File: src/frdp_defs.svh
// Register offsets, field positions and reset values for the PWM block
`ifndef FRDP_DEFS_SVH
`define FRDP_DEFS_SVH
`define FRDP_OFF_CTRL 12'h000
`define FRDP_OFF_PERIOD 12'h004
`define FRDP_OFF_COMPARE_A 12'h008
`define FRDP_OFF_ACTION 12'h00c
`define FRDP_OFF_EVT 12'h010
`define FRDP_OFF_STATUS 12'h014
`define FRDP_OFF_COUNT 12'h018
`define FRDP_CTRL_MODE_LSB 0
`define FRDP_CTRL_LOAD_LSB 2
`define FRDP_CTRL_RUN_BIT 4
`define FRDP_ACT_ZERO_LSB 0
`define FRDP_ACT_PRD_LSB 2
`define FRDP_ACT_CMP_UP_LSB 4
`define FRDP_ACT_CMP_DOWN_LSB 6
`define FRDP_EVT_EN_BIT 0
`define FRDP_EVT_DIV_LSB 1
`define FRDP_RST_PERIOD 16'hffff
`define FRDP_RST_COMPARE_A 16'h0000
`define FRDP_RST_ACTION 8'h00
`define FRDP_RST_CTRL 5'h00
`define FRDP_RST_EVT 3'h0
`endif

File: src/frdp_pkg.sv
// Types shared by the PWM block
package frdp_pkg;
  typedef enum logic [1:0] {
    FRDP_MODE_UP = 2'h0,
    FRDP_MODE_DOWN = 2'h1,
    FRDP_MODE_UPDOWN = 2'h2,
    FRDP_MODE_STOP = 2'h3
  } frdp_mode_t;
  // Output action per event: none, drive low, drive high, toggle
  typedef enum logic [1:0] {
    FRDP_ACT_NONE = 2'h0,
    FRDP_ACT_LOW = 2'h1,
    FRDP_ACT_HIGH = 2'h2,
    FRDP_ACT_TOGGLE = 2'h3
  } frdp_action_t;
  // Compare shadow load point: zero, period, zero or period, immediate
  typedef enum logic [1:0] {
    FRDP_LOAD_ZERO = 2'h0,
    FRDP_LOAD_PRD = 2'h1,
    FRDP_LOAD_ZERO_PRD = 2'h2,
    FRDP_LOAD_NOW = 2'h3
  } frdp_load_t;
  typedef struct packed {
    frdp_action_t compare_down_action;
    frdp_action_t compare_up_action;
    frdp_action_t period_action;
    frdp_action_t zero_match_action;
  } frdp_actions_t;
  typedef struct packed {
    logic zero;
    logic period;
    logic cmp_up;
    logic cmp_down;
  } frdp_events_t;
endpackage : frdp_pkg

File: src/frdp_action.sv
// Action qualifier: resolves simultaneous counter events into the next output level
`timescale 1ns/1ps
`default_nettype none
module frdp_action
  import frdp_pkg::*;
(
  input wire logic cur_level,
  input wire frdp_actions_t actions,
  input wire frdp_events_t events,
  output logic next_level
);
  function automatic logic apply(input logic lvl, input frdp_action_t a);
    unique case (a)
      FRDP_ACT_NONE: apply = lvl;
      FRDP_ACT_LOW: apply = 1'b0;
      FRDP_ACT_HIGH: apply = 1'b1;
      FRDP_ACT_TOGGLE: apply = ~lvl;
    endcase
  endfunction : apply

  // Compare events are applied last so they win over zero and period on a tie
  always_comb begin
    next_level = cur_level;
    if (events.zero) next_level = apply(next_level, actions.zero_match_action);
    if (events.period) next_level = apply(next_level, actions.period_action);
    if (events.cmp_up) next_level = apply(next_level, actions.compare_up_action);
    if (events.cmp_down) next_level = apply(next_level, actions.compare_down_action);
  end
endmodule : frdp_action
`default_nettype wire

File: src/frdp_pwm.sv
// Full range duty PWM: time base, shadowed compare A, action logic, zero event, APB slave
// Summary of operation
// - Counter runs up only, up then down, or down only.
// - Up-down: compare match counting up drives high, counting down drives low.
// - Up-down: compare 0 gives full high; compare at or above period gives none.
// - Event raised at counter zero; compare value loads from a shadow register.
// - Leaving zero: zero clears, down none, load zero-or-period; up match still sets.
// - Up-only: zero match drives high, compare match drives low.
// - Up-only: compare above period gives full high; compare 0 gives none.
// - Up-only leaving zero: zero sets, load zero-or-period; compare still clears.
//
// The implementer's own choices: the APB register port and the register offsets.
`include "frdp_defs.svh"
`timescale 1ns/1ps
`default_nettype none
module frdp_pwm
  import frdp_pkg::*;
(
  input wire logic pclk,
  input wire logic presetn,
  input wire logic psel,
  input wire logic penable,
  input wire logic pwrite,
  input wire logic [11:0] paddr,
  input wire logic [31:0] pwdata,
  output logic [31:0] prdata,
  output logic pready,
  output logic pslverr,
  output logic pwm_output_a,
  output logic zero_event
);
  logic [4:0] ctrl_r;
  logic [15:0] period_r;
  logic [15:0] compare_a_shadow_r;
  logic [15:0] compare_a_value;
  frdp_actions_t output_a_action_control;
  logic [2:0] event_prescale_control;
  logic [15:0] count_r;
  logic dir_down_r;
  logic [1:0] evt_cnt_r;
  logic [15:0] count_nxt;
  logic dir_down_nxt;
  logic next_level;
  frdp_mode_t mode;
  frdp_load_t compare_load_point;
  frdp_events_t events;
  logic run;
  logic at_zero;
  logic at_period;
  logic load_now;
  logic setup_ok;
  logic acc;
  logic wr;
  logic rd;

  assign mode = frdp_mode_t'(ctrl_r[`FRDP_CTRL_MODE_LSB +: 2]);
  assign compare_load_point = frdp_load_t'(ctrl_r[`FRDP_CTRL_LOAD_LSB +: 2]);
  assign run = ctrl_r[`FRDP_CTRL_RUN_BIT] && (mode != FRDP_MODE_STOP);
  assign at_zero = run && (count_r == 16'h0000);
  assign at_period = run && (count_r == period_r);

  // Time base next value in each counting mode
  always_comb begin
    count_nxt = count_r;
    dir_down_nxt = dir_down_r;
    if (run) begin
      unique case (mode)
        FRDP_MODE_UP: begin
          dir_down_nxt = 1'b0;
          count_nxt = (count_r >= period_r) ? 16'h0000 : count_r + 16'h0001;
        end
        FRDP_MODE_DOWN: begin
          dir_down_nxt = 1'b1;
          count_nxt = (count_r == 16'h0000) ? period_r : count_r - 16'h0001;
        end
        FRDP_MODE_UPDOWN: begin
          if (period_r == 16'h0000) begin
            count_nxt = 16'h0000;
          end else if (!dir_down_r) begin
            if (count_r >= period_r) begin
              dir_down_nxt = 1'b1;
              count_nxt = period_r - 16'h0001;
            end else begin
              count_nxt = count_r + 16'h0001;
            end
          end else if (count_r == 16'h0000) begin
            dir_down_nxt = 1'b0;
            count_nxt = 16'h0001;
          end else begin
            count_nxt = count_r - 16'h0001;
          end
        end
        FRDP_MODE_STOP: begin
          count_nxt = count_r;
        end
      endcase
    end
  end

  // Counter and direction state
  always_ff @(posedge pclk or negedge presetn) begin
    if (!presetn) begin
      count_r <= 16'h0000;
      dir_down_r <= 1'b0;
    end else begin
      count_r <= count_nxt;
      dir_down_r <= dir_down_nxt;
    end
  end

  // Compare events; a compare above the period never matches, which gives the
  // 0% up-down and 100% up-only corners without special hardware
  always_comb begin
    events.zero = at_zero;
    events.period = at_period;
    events.cmp_up = run && (count_r == compare_a_value) && !dir_down_r
                    && (mode != FRDP_MODE_DOWN);
    events.cmp_down = run && (count_r == compare_a_value)
                      && (dir_down_r || mode == FRDP_MODE_DOWN);
    // Up-down turns around at the top too; a match there counts as counting
    // down, so a compare equal to the period clears instead of setting
    if (mode == FRDP_MODE_UPDOWN && count_r == period_r && period_r != 16'h0000) begin
      events.cmp_up = 1'b0;
      events.cmp_down = run && (compare_a_value == period_r);
    end
    // Up-down turns around at zero; a match there counts as counting up
    if (mode == FRDP_MODE_UPDOWN && count_r == 16'h0000) begin
      events.cmp_up = run && (compare_a_value == 16'h0000);
      events.cmp_down = 1'b0;
    end
  end

  frdp_action u_action (
    .cur_level(pwm_output_a),
    .actions(output_a_action_control),
    .events(events),
    .next_level(next_level)
  );

  // Output pin follows the qualified action, straight from a flop
  always_ff @(posedge pclk or negedge presetn) begin
    if (!presetn) pwm_output_a <= 1'b0;
    else pwm_output_a <= next_level;
  end

  // Shadow to active compare load; holding the load point keeps a half-written
  // value from reaching the comparator mid-cycle
  always_comb begin
    unique case (compare_load_point)
      FRDP_LOAD_ZERO: load_now = at_zero;
      FRDP_LOAD_PRD: load_now = at_period;
      FRDP_LOAD_ZERO_PRD: load_now = at_zero || at_period;
      FRDP_LOAD_NOW: load_now = 1'b1;
    endcase
  end

  always_ff @(posedge pclk or negedge presetn) begin
    if (!presetn) compare_a_value <= `FRDP_RST_COMPARE_A;
    else if (load_now) compare_a_value <= compare_a_shadow_r;
  end

  // Zero event with divider: 0 or 1 means every zero match
  always_ff @(posedge pclk or negedge presetn) begin
    if (!presetn) begin
      evt_cnt_r <= 2'h0;
      zero_event <= 1'b0;
    end else begin
      zero_event <= 1'b0;
      if (at_zero && event_prescale_control[`FRDP_EVT_EN_BIT]) begin
        if (evt_cnt_r + 2'h1 >= event_prescale_control[`FRDP_EVT_DIV_LSB +: 2]) begin
          evt_cnt_r <= 2'h0;
          zero_event <= 1'b1;
        end else begin
          evt_cnt_r <= evt_cnt_r + 2'h1;
        end
      end
    end
  end

  // APB decode; zero wait states
  assign setup_ok = psel && !penable;
  assign acc = psel && penable;
  assign wr = acc && pwrite;
  assign rd = setup_ok && !pwrite;

  // Software registers; action and load point fields are rewritten by the
  // service routine at zero transitions
  always_ff @(posedge pclk or negedge presetn) begin
    if (!presetn) begin
      ctrl_r <= `FRDP_RST_CTRL;
      period_r <= `FRDP_RST_PERIOD;
      compare_a_shadow_r <= `FRDP_RST_COMPARE_A;
      output_a_action_control <= frdp_actions_t'(`FRDP_RST_ACTION);
      event_prescale_control <= `FRDP_RST_EVT;
    end else if (wr) begin
      unique case (paddr)
        `FRDP_OFF_CTRL: ctrl_r <= pwdata[4:0];
        `FRDP_OFF_PERIOD: period_r <= pwdata[15:0];
        `FRDP_OFF_COMPARE_A: compare_a_shadow_r <= pwdata[15:0];
        `FRDP_OFF_ACTION: output_a_action_control <= frdp_actions_t'(pwdata[7:0]);
        `FRDP_OFF_EVT: event_prescale_control <= pwdata[2:0];
        default: ;
      endcase
    end
  end

  // Read data is captured in the setup cycle so it is flop-driven in access
  always_ff @(posedge pclk or negedge presetn) begin
    if (!presetn) begin
      prdata <= 32'h0000_0000;
      pready <= 1'b0;
      pslverr <= 1'b0;
    end else begin
      pready <= setup_ok;
      pslverr <= setup_ok && (paddr > `FRDP_OFF_COUNT || paddr[1:0] != 2'h0);
      if (rd) begin
        unique case (paddr)
          `FRDP_OFF_CTRL: prdata <= {27'h0, ctrl_r};
          `FRDP_OFF_PERIOD: prdata <= {16'h0, period_r};
          `FRDP_OFF_COMPARE_A: prdata <= {16'h0, compare_a_shadow_r};
          `FRDP_OFF_ACTION: prdata <= {24'h0, output_a_action_control};
          `FRDP_OFF_EVT: prdata <= {29'h0, event_prescale_control};
          `FRDP_OFF_STATUS: prdata <= {13'h0, pwm_output_a, dir_down_r, run,
                                       compare_a_value};
          `FRDP_OFF_COUNT: prdata <= {16'h0, count_r};
          default: prdata <= 32'h0000_0000;
        endcase
      end
    end
  end
endmodule : frdp_pwm
`default_nettype wire

File: config.mk
export PLATFORM = sky130hd
export DESIGN_NAME = frdp_pwm
export DESIGN_NICKNAME = d
export VERILOG_FILES = /design/src/frdp_pkg.sv /design/src/frdp_action.sv /design/src/frdp_pwm.sv
export VERILOG_INCLUDE_DIRS = /design/src
export SDC_FILE = /design/constraint.sdc
export NUM_CORES = 1
export LEC_CHECK = 0
export BUFFER_PORTS_ARGS = -buffer_cell sky130_fd_sc_hd__buf_2
export CAP_MARGIN = 0
export CORE_AREA = 2 2 133 135
export DETAILED_ROUTE_END_ITERATION = 10
export DIE_AREA = 0 0 135 137
export PLACE_DENSITY_LB_ADDON = 0.1
export SLEW_MARGIN = 10
export SYNTH_ARGS = -nofsm -noshare
export SYNTH_HDL_FRONTEND = slang
export SYNTH_SLANG_ARGS = --single-unit
File: constraint.sdc
create_clock -name pclk -period 4.4 [get_ports pclk]
set_input_delay 0.22 -clock pclk [delete_from_list [all_inputs] [get_ports pclk]]
set_output_delay 0.22 -clock pclk [all_outputs]
set_load 0.01 [all_outputs]
==> metrics.sh, run 1 <==
POWER-PER-CELL-AREA_mW_PER_MM2=245
TIGHTESTPINTRANSITION_NS=1.02
SYNTH_FLOP_CELL='sky130_fd_sc_hd__dfrtp_1'
CTS.SINK_COUNT=106
DRV.MAX_CAP_VIOLATION_COUNT=0
DATA_ARRIVAL_AT_THE_ENDPOINT_OF_THE_CRITICAL_PATH_NS=3.92
H-TREE-DEPTH=3
POST_CTS_BUFFERS=0
SYNTH-COMPOUND-AREA-SHARE_PCT=18.0
SEQCELLAREA_SQ_MM=0.00267
DIE_H_UM=137
RSZ0062_AT_GRT='false'
CTS_BUFFER_DEPTH=2
CRITPATHLAUNCHTYPE='flop'
RUN_STATUS='finished clean'
DRIVE_GT1_SHARE_PCT=18.7
CRITICAL_PATH.MAX_FANOUT=50
CORE_REGION_AREA_SQ_MM=0.0171
ROOT_DRIVER='sky130_fd_sc_hd__clkbuf_16'
MOST_COMMON_CELL_AFTER_LAYOUT_FILL_AND_TAPS_ASIDE='sky130_fd_sc_hd__dfrtp_1'
HOLD_BUFFER_COUNT_AT_CTS=0
TIMING.CLOCK.SKEW_NS=0.00765
LAYOUT_WORST_PATH_CYCLE_SHARE_PCT=83.3
YOSYSUNIQUECELLTYPES=68
SYN-MEAN-INSTANCE-AREA_SQ_UM=8.77
ASYNC_FLOP_SHARE_PCT=100
MAXSLEWVIOLCOUNT=0
SUM_NEG_SETUP_SLACK_NS=0
IO_BUFFERS=55
INITIAL_UTILIZATION_PCT=44.2
POST_SYNTH_XOR_AREA_FRACTION_PCT=7.56
SYNTH_TOP_FAMILY_BY_AREA='simple AND/OR/NAND/NOR gates'
TIMING.FMAX_MHz=273
ROWS=48
GRTUSAGETOTAL_PCT=25.7
POST_DRT_WL_PER_CELL_UM=21.2
CLOCK_TREE_FROM_TRITONCTS='yes'
RELSLEWSLACK_PCT=32.2
CRIT_PATH_MAX_INCR_DELAY_NS=0.66
PLACED_AREA_SQ_MM=0.00796
FLOW.AREA_GROWTH_FROM_SYNTHESIS_PCT=9.65
INSERTEDDIODECOUNT=0
GRT_FIRST_PASS_WIRELENGTH_UM=36400
FINALSETUPVIOLCOUNT=0
CELL_TAKING_THE_MOST_AREA_AFTER_SYNTHESIS='sky130_fd_sc_hd__dfrtp_1'
FILLER_CELL_COUNT=1714
SYNTH.YOSYS.SEQ_AREA_SHARE_PCT=35.5
MOST-COMMON-LAYOUT-CELLS='sky130_fd_sc_hd__dfrtp_1 (90), sky130_fd_sc_hd__nand2_1 (70), sky130_fd_sc_hd__nor2_1 (63)'
P_LEAK_nW=3.65
ADDER_CELL_AREA_SHARE_OF_THE_YOSYS_NETLIST_PCT=3.99
SYNTHDOMINANTCELLAREASHARE_PCT=29.9
ROUTABILITYCONGESTION=0.924
GRT_ANTENNA_BEFORE_REPAIR=0
MAXIMUM_NUMBER_OF_PINS_ON_ONE_NET_BEFORE_GLOBAL_ROUTE_REPAIR=75
POST_SYNTH_MUX_AREA_SHARE_PCT=9.60
CRITICALPATHCATEGORY='flop to flop'
FIRST_GLOBAL_VIAS=6350
INITIALDRTVIOLATIONCOUNT=602
REPORT.FINAL.HOLD_VIOL_COUNT=0
PATH_CLK_SLEW_NS=0.08
CRIT_CHAIN='inv_1, ha_1, and4_1, nand4_1, or4_1, nand3_1, buf_12, mux2_2, nor4b_4, o31ai_1, a21o_1'
ROUTE.DETAILED.DRC=0
SYNTH_AREA_LEADERS='sky130_fd_sc_hd__dfrtp_1 (30%), sky130_fd_sc_hd__xnor2_1 (6.0%), sky130_fd_sc_hd__mux2_2 (6.0%)'
POSTCTSRESIZEDCELLS=0
POSTLAYOUTCELLAREA_SQ_MM=0.00826
DIEAREA_SQ_MM=0.0185
FIRST_PASS_ITERS=7
OVERFLOW=0
ROUTED_WL_UM=23600
DESIGN.PORTCOUNT=85
DIE_X_UM=135
WORST_VDD_RAIL_IR_DROP_uV=196
PLACE_HPWL_UM=17200
POSTROUTEANTENNANETS=0
SYNTH_EDF_COUNT=0
WORST_SETUP_PATH_END_KIND='flop'
CRIT_SLOWEST_CELL='sky130_fd_sc_hd__or4_1'
CRITPATHREQUIREDTIME_NS=4.65
NETLIST_INSTANCES=859
PERIOD_NEEDED_NS=3.67
INSERTED_CLOCK_BUFFERS=9
SYNTHESIS.AREA_SQ_MM=0.00753
HP_CLASS='input port to async pin'
DETAILROUTE.VIA_COUNT=6693
YOSYS.AREA_SHARE.SIMPLE_PCT=18.6
SYNTH-WARNING-COUNT=0
TOTAL_AREA_OF_MULTI_INPUT_COMBINATIONAL_CELLS_SQ_MM=0.00440
POST_DRT_VIA_CELL_RATIO=6.02
FINAL_NET_COUNT=954
SYNTH.FF_LATCH_COUNT=106
WORST_SKEW_LATE_LATENCY_NS=0.36
cells by family after synthesis:
family | Yosys count
simple gates | 272
compound gates | 212
buf+inv | 113
flops | 106
mux | 66
xor+xnor | 65
fa+ha+maj | 24
other cells | 1
synth_stat cells, types with 6 or more instances:
library cell                n
sky130_fd_sc_hd__dfrtp_1   90
sky130_fd_sc_hd__nor2_1    64
sky130_fd_sc_hd__and2_1     6
sky130_fd_sc_hd__buf_2      7
sky130_fd_sc_hd__nand2b_1   9
sky130_fd_sc_hd__or4_1      6
sky130_fd_sc_hd__nand3_1   32
sky130_fd_sc_hd__o211ai_1  13
sky130_fd_sc_hd__nand4_1   12
sky130_fd_sc_hd__xor2_1    13
sky130_fd_sc_hd__buf_1      6
sky130_fd_sc_hd__nor3_1    16
sky130_fd_sc_hd__a31oi_1   18
sky130_fd_sc_hd__clkbuf_1  51
sky130_fd_sc_hd__a221oi_1  10
sky130_fd_sc_hd__mux2_1    10
sky130_fd_sc_hd__mux2_2    40
sky130_fd_sc_hd__and3_1    13
sky130_fd_sc_hd__a21oi_1   48
sky130_fd_sc_hd__inv_1     32
sky130_fd_sc_hd__a22oi_1   23
sky130_fd_sc_hd__dfstp_2   16
sky130_fd_sc_hd__o21ai_0   56
sky130_fd_sc_hd__nand2_1   70
sky130_fd_sc_hd__xnor2_1   52
sky130_fd_sc_hd__ha_1      24
sky130_fd_sc_hd__nor4_1    12
sky130_fd_sc_hd__buf_4     15
sky130_fd_sc_hd__mux2i_1   16
layer usage:
layer  GRT usage, %  share of wire [%]  wire (um)
met5              0                  0          0
met4           7.87                2.2        527
met3           3.30                5.4       1270
met2           41.9                 48      11200
met1           35.8                 45      10600
sequential cells by signal, summed over array words and instances, names as in the netlist, 2 cells and up:
name and cells:
compare_a_shadow_r 16, compare_a_value 16, count_r 16, ctrl_r 5
event_prescale_control 3, evt_cnt_r 2, output_a_action_control 8, period_r 16
prdata 19
power breakdown:
group	internal, mW	switching [mW]	total, mW	leakage (nW)
logic	0.0580	0.103	0.161	2.13
clock network	0.451	0.396	0.847	0.145
registers	1.00	0.0145	1.02	1.38
total	1.51	0.514	2.02	3.65
metrics by stage:
stage               util [%]  setup slack (ns)  hold slack [ns]  std cells  total power, mW
detailed placement      46.6             0.781            0.452       1095             1.20
global placement        46.6             0.862            0.451       1095             1.19
finish                  48.4             0.735           0.0148       1111             2.02
CTS                     48.4             0.777           0.0681       1111             2.04
global route            48.4             0.542           0.0861       1111             2.09
floorplan                  -              1.25          -0.0756        871             1.12
final timing paths:
check	from	to	slack [ns]	depth (start not counted)
min in group pclk	pwdata[13]	period_r[13]$_DFFE_PN1P_	0.09	3
min	presetn	count_r[12]$_DFFE_PN0P_	0.01	1
max reg2reg	period_r[14]$_DFFE_PN1P_	count_r[4]$_DFFE_PN0P_	0.73	11
max in group asynchronous	presetn	period_r[8]$_DFFE_PN1P_	3.29	2
min reg2reg	compare_a_shadow_r[1]$_DFFE_PN0P_	compare_a_value[1]$_DFFE_PN0P_	0.52	1
max	period_r[14]$_DFFE_PN1P_	count_r[4]$_DFFE_PN0P_	0.73	11
area by class of cell:
class                           instances  share of cell area (%)
Timing Repair Buffer                   80                    5.79
Sequential cell                       106                    32.4
Clock inverter                          6                   0.909
Multi-Input combinational cell        652                    53.3
Clock buffer                           10                    2.77
Inverter                               32                    1.45
Tap cell                              225                    3.41
critical path, delay by kind of cell, from the launching register on:
kind	cells	cell delay, ns
adders and majority gates	1	0.33
and+or+nand+nor	5	1.55
buffers and inverters	2	0.35
muxes	1	0.39
DFF	1	0.63
AOI/OAI and AO/OA	2	0.29
Note: power is estimated with default switching activity, not from simulation.
==> run 2: changes to the inputs <==
==> constraint.sdc (replaced) <==
create_clock -name pclk -period 3.4 [get_ports pclk]
set_input_delay 0.17 -clock pclk [delete_from_list [all_inputs] [get_ports pclk]]
set_output_delay 0.17 -clock pclk [all_outputs]
set_load 0.01 [all_outputs]
==> run 2 against run 1 <==
Critical path depth shrank 1. Final cell count grew 3.2%. Sequential power grew 28%. Critical path type unchanged. Critical endpoint unchanged. Largest power group unchanged.
==> metrics.sh, run 2 (synthesized netlist as in run 1, its figures left out) <==
RUN_STATUS='finished clean'
MAXSLEWVIOLCOUNT=0
NET-SWITCHING-POWER_mW=0.693
CRITICAL_PATH.MAX_FANOUT=3
WORST_R2R_ENDPOINT='count_r[4]$_DFFE_PN0P_'
DATA_ARRIVAL_AT_THE_ENDPOINT_OF_THE_CRITICAL_PATH_NS=3.50
DESIGN_POWER_TOTAL_mW=2.58
OVERFLOW=0
DP_SLACK_NS=0.127
IO_BUFFERS=55
CTS.SINK_COUNT=106
P_LEAK_nW=3.82
MOST-COMMON-LAYOUT-CELLS='sky130_fd_sc_hd__dfrtp_1 (90), sky130_fd_sc_hd__nand2_1 (70), sky130_fd_sc_hd__nor2_1 (63)'
FIRST_PASS_ITERS=7
FLOW.AREA_GROWTH_FROM_SYNTHESIS_PCT=13.2
PWR-SHARE-SEQ_PCT=50.9
DIEAREA_SQ_MM=0.0185
GRT_FIRST_PASS_WIRELENGTH_UM=37800
HOLDCRITSTARTPOINT='pwdata[13]'
DIE_H_UM=137
CRITPATHREQUIREDTIME_NS=3.66
LARGEST_REGISTER_FFS=19
WORST_SETUP_PATH_END_KIND='flop'
MAXIMUM_NUMBER_OF_PINS_ON_ONE_NET_BEFORE_GLOBAL_ROUTE_REPAIR=41
ROUTABILITYCONGESTION=0.939
INITIAL_UTILIZATION_PCT=44.2
H-TREE-DEPTH=3
PLACE_HPWL_UM=18100
CORE_REGION_AREA_SQ_MM=0.0171
CLOCK_TREE_FROM_TRITONCTS='yes'
RSZ0062_AT_GRT='false'
HP_CLASS='input port to flop'
POWER-PER-CELL-AREA_mW_PER_MM2=303
ROUTED_WL_UM=24400
ROUTE.TOP_LAYER_USED='met4'
WORST_VDD_RAIL_IR_DROP_uV=207
DRIVE_GT1_SHARE_PCT=21.9
WORST_SETUP_PATH_STARTPOINT='period_r[14]$_DFFE_PN1P_'
POST_DRT_VIA_CELL_RATIO=6.10
INTERNAL-POWER_mW=1.89
DIE_X_UM=135
DESIGN.PORTCOUNT=85
MOST_COMMON_CELL_AFTER_LAYOUT_FILL_AND_TAPS_ASIDE='sky130_fd_sc_hd__dfrtp_1'
WORST-R2R-CELL-COUNT=10
GRT_ANTENNA_BEFORE_REPAIR=0
REGTOREGSETUPSLACK_NS=0.16
TIMING.CLOCK.SKEW_NS=0.00611
FINALSETUPVIOLCOUNT=0
P_CLK_SHARE_PCT=40.9
TIMING.CRITICAL_PATH.TO='count_r[4]$_DFFE_PN0P_'
POST_DRT_WL_PER_CELL_UM=21.3
FINAL_NET_COUNT=989
GRTUSAGETOTAL_PCT=26.7
REPORT.FINAL.HOLD_VIOL_COUNT=0
SWITCHING_SHARE_PCT=26.8
WORST_SKEW_LATE_LATENCY_NS=0.36
CRITPATHLAUNCHTYPE='flop'
DETAILROUTE.VIA_COUNT=6989
POSTROUTEANTENNANETS=0
LARGEST-REGISTER='prdata'
POWER_FRAC_COMB_PCT=8.3
FIRST_GLOBAL_VIAS=6629
DRV.MAX_CAP_VIOLATION_COUNT=0
ROOT_DRIVER='sky130_fd_sc_hd__clkbuf_16'
PERIOD_NEEDED_NS=3.24
CRITICALPATHCATEGORY='flop to flop'
FILLER_CELL_COUNT=1674
INSERTEDDIODECOUNT=0
ROWS=48
SUM_NEG_SETUP_SLACK_NS=0
ROUTE.DETAILED.DRC=0
RELSLEWSLACK_PCT=33.8
INSERTED_CLOCK_BUFFERS=9
WL_MET1_UM=10700
INITIALDRTVIOLATIONCOUNT=451
CTS_BUFFER_DEPTH=2
LAYOUT_WORST_PATH_CYCLE_SHARE_PCT=95.3
TIMING.FMAX_MHz=309
ROUTE.MET2.WL_UM=11600
WORSTREG2REGSTART='period_r[14]$_DFFE_PN1P_'
FINAL_CRITICAL_PATH_SETUP_SLACK_NS=0.159
PATH_CLK_SLEW_NS=0.08
MET3WIRELENGTH_UM=1360
TIGHTESTPINTRANSITION_NS=0.993
## run 2: cell types whose count changed in the layout (fill, tap and decap cells not counted), sizes merged
cell / change
dlygate4sd3: +1
clkinv: -1
inv: +2
bufinv: -1
buf: +34
## run 2: layout make-up
cell class                      instances  area, sq um  share of cell area (%)
Clock buffer                           10          229                    2.68
Multi-Input combinational cell        652         4410                    51.8
Inverter                               32          120                    1.41
Sequential cell                       106         2670                    31.3
Clock inverter                          6         56.3                   0.660
Tap cell                              225          282                    3.30
Timing Repair Buffer                  115          756                    8.86
## run 2: worst max-delay path, stage by stage, from the launching register on
cell and delay, ns:
sky130_fd_sc_hd__dfstp_2 0.54, sky130_fd_sc_hd__inv_1 0.06, sky130_fd_sc_hd__ha_1 0.31, sky130_fd_sc_hd__and4_1 0.28, sky130_fd_sc_hd__nand4_1 0.20, sky130_fd_sc_hd__or4_1 0.65, sky130_fd_sc_hd__nand3_2 0.15, sky130_fd_sc_hd__mux2_2 0.36
sky130_fd_sc_hd__nor4b_4 0.29, sky130_fd_sc_hd__o31ai_1 0.10, sky130_fd_sc_hd__a21o_1 0.19
## run 2: timing repair
action	in CTS	in global routing
gates resized for setup	0	2
endpoints found under the hold margin	29	0
endpoints found under the setup margin	0	2
hold buffers	1	0
setup buffers	0	0
## run 2: layer usage
| layer | up-vias | GRT usage [%] |
|---|---|---|
| met2 | 290 | 43.3 |
| met4 | 0 | 10.5 |
| met3 | 52 | 3.63 |
| met5 | - | 0 |
| li1 | 3182 | - |
| met1 | 3465 | 36.1 |
## run 2: how the worst min path moves through the flow
stage | to | slack (ns) | cells past startpoint
2_1_floorplan | compare_a_shadow_r[0]$_DFFE_PN0P_ | -0.13 | 0
3_3_place_gp | count_r[12]$_DFFE_PN0P_ | 0.20 | 1
3_5_place_dp | count_r[12]$_DFFE_PN0P_ | 0.21 | 1
4_1_cts | period_r[13]$_DFFE_PN1P_ | 0.03 | 3
5_1_grt | period_r[11]$_DFFE_PN1P_ | 0.06 | 3
6_report | period_r[13]$_DFFE_PN1P_ | 0.04 | 3
## run 2: metrics by stage
step	utilization (%)	instance area [sq um]	hold slack, ns	cells
after detailed placement	48.2	8220	0.210	1129
final	50.0	8530	0.0400	1146
after global routing	50.0	8530	0.0591	1146
after global placement	48.2	8220	0.202	1129
after CTS	49.9	8520	0.0290	1146
after floorplan	-	7580	-0.126	871
## run 2: power groups by stage
| stage | combinational, mW | clock, mW | sequential, mW |
|---|---|---|---|
| finish | 0.214 | 1.06 | 1.31 |
| global route | 0.238 | 1.11 | 1.32 |
| CTS | 0.216 | 1.07 | 1.31 |
| detailed placement | 0.215 | 0 | 1.34 |
| global placement | 0.212 | 0 | 1.34 |
| floorplan | 0.0971 | 0 | 1.35 |
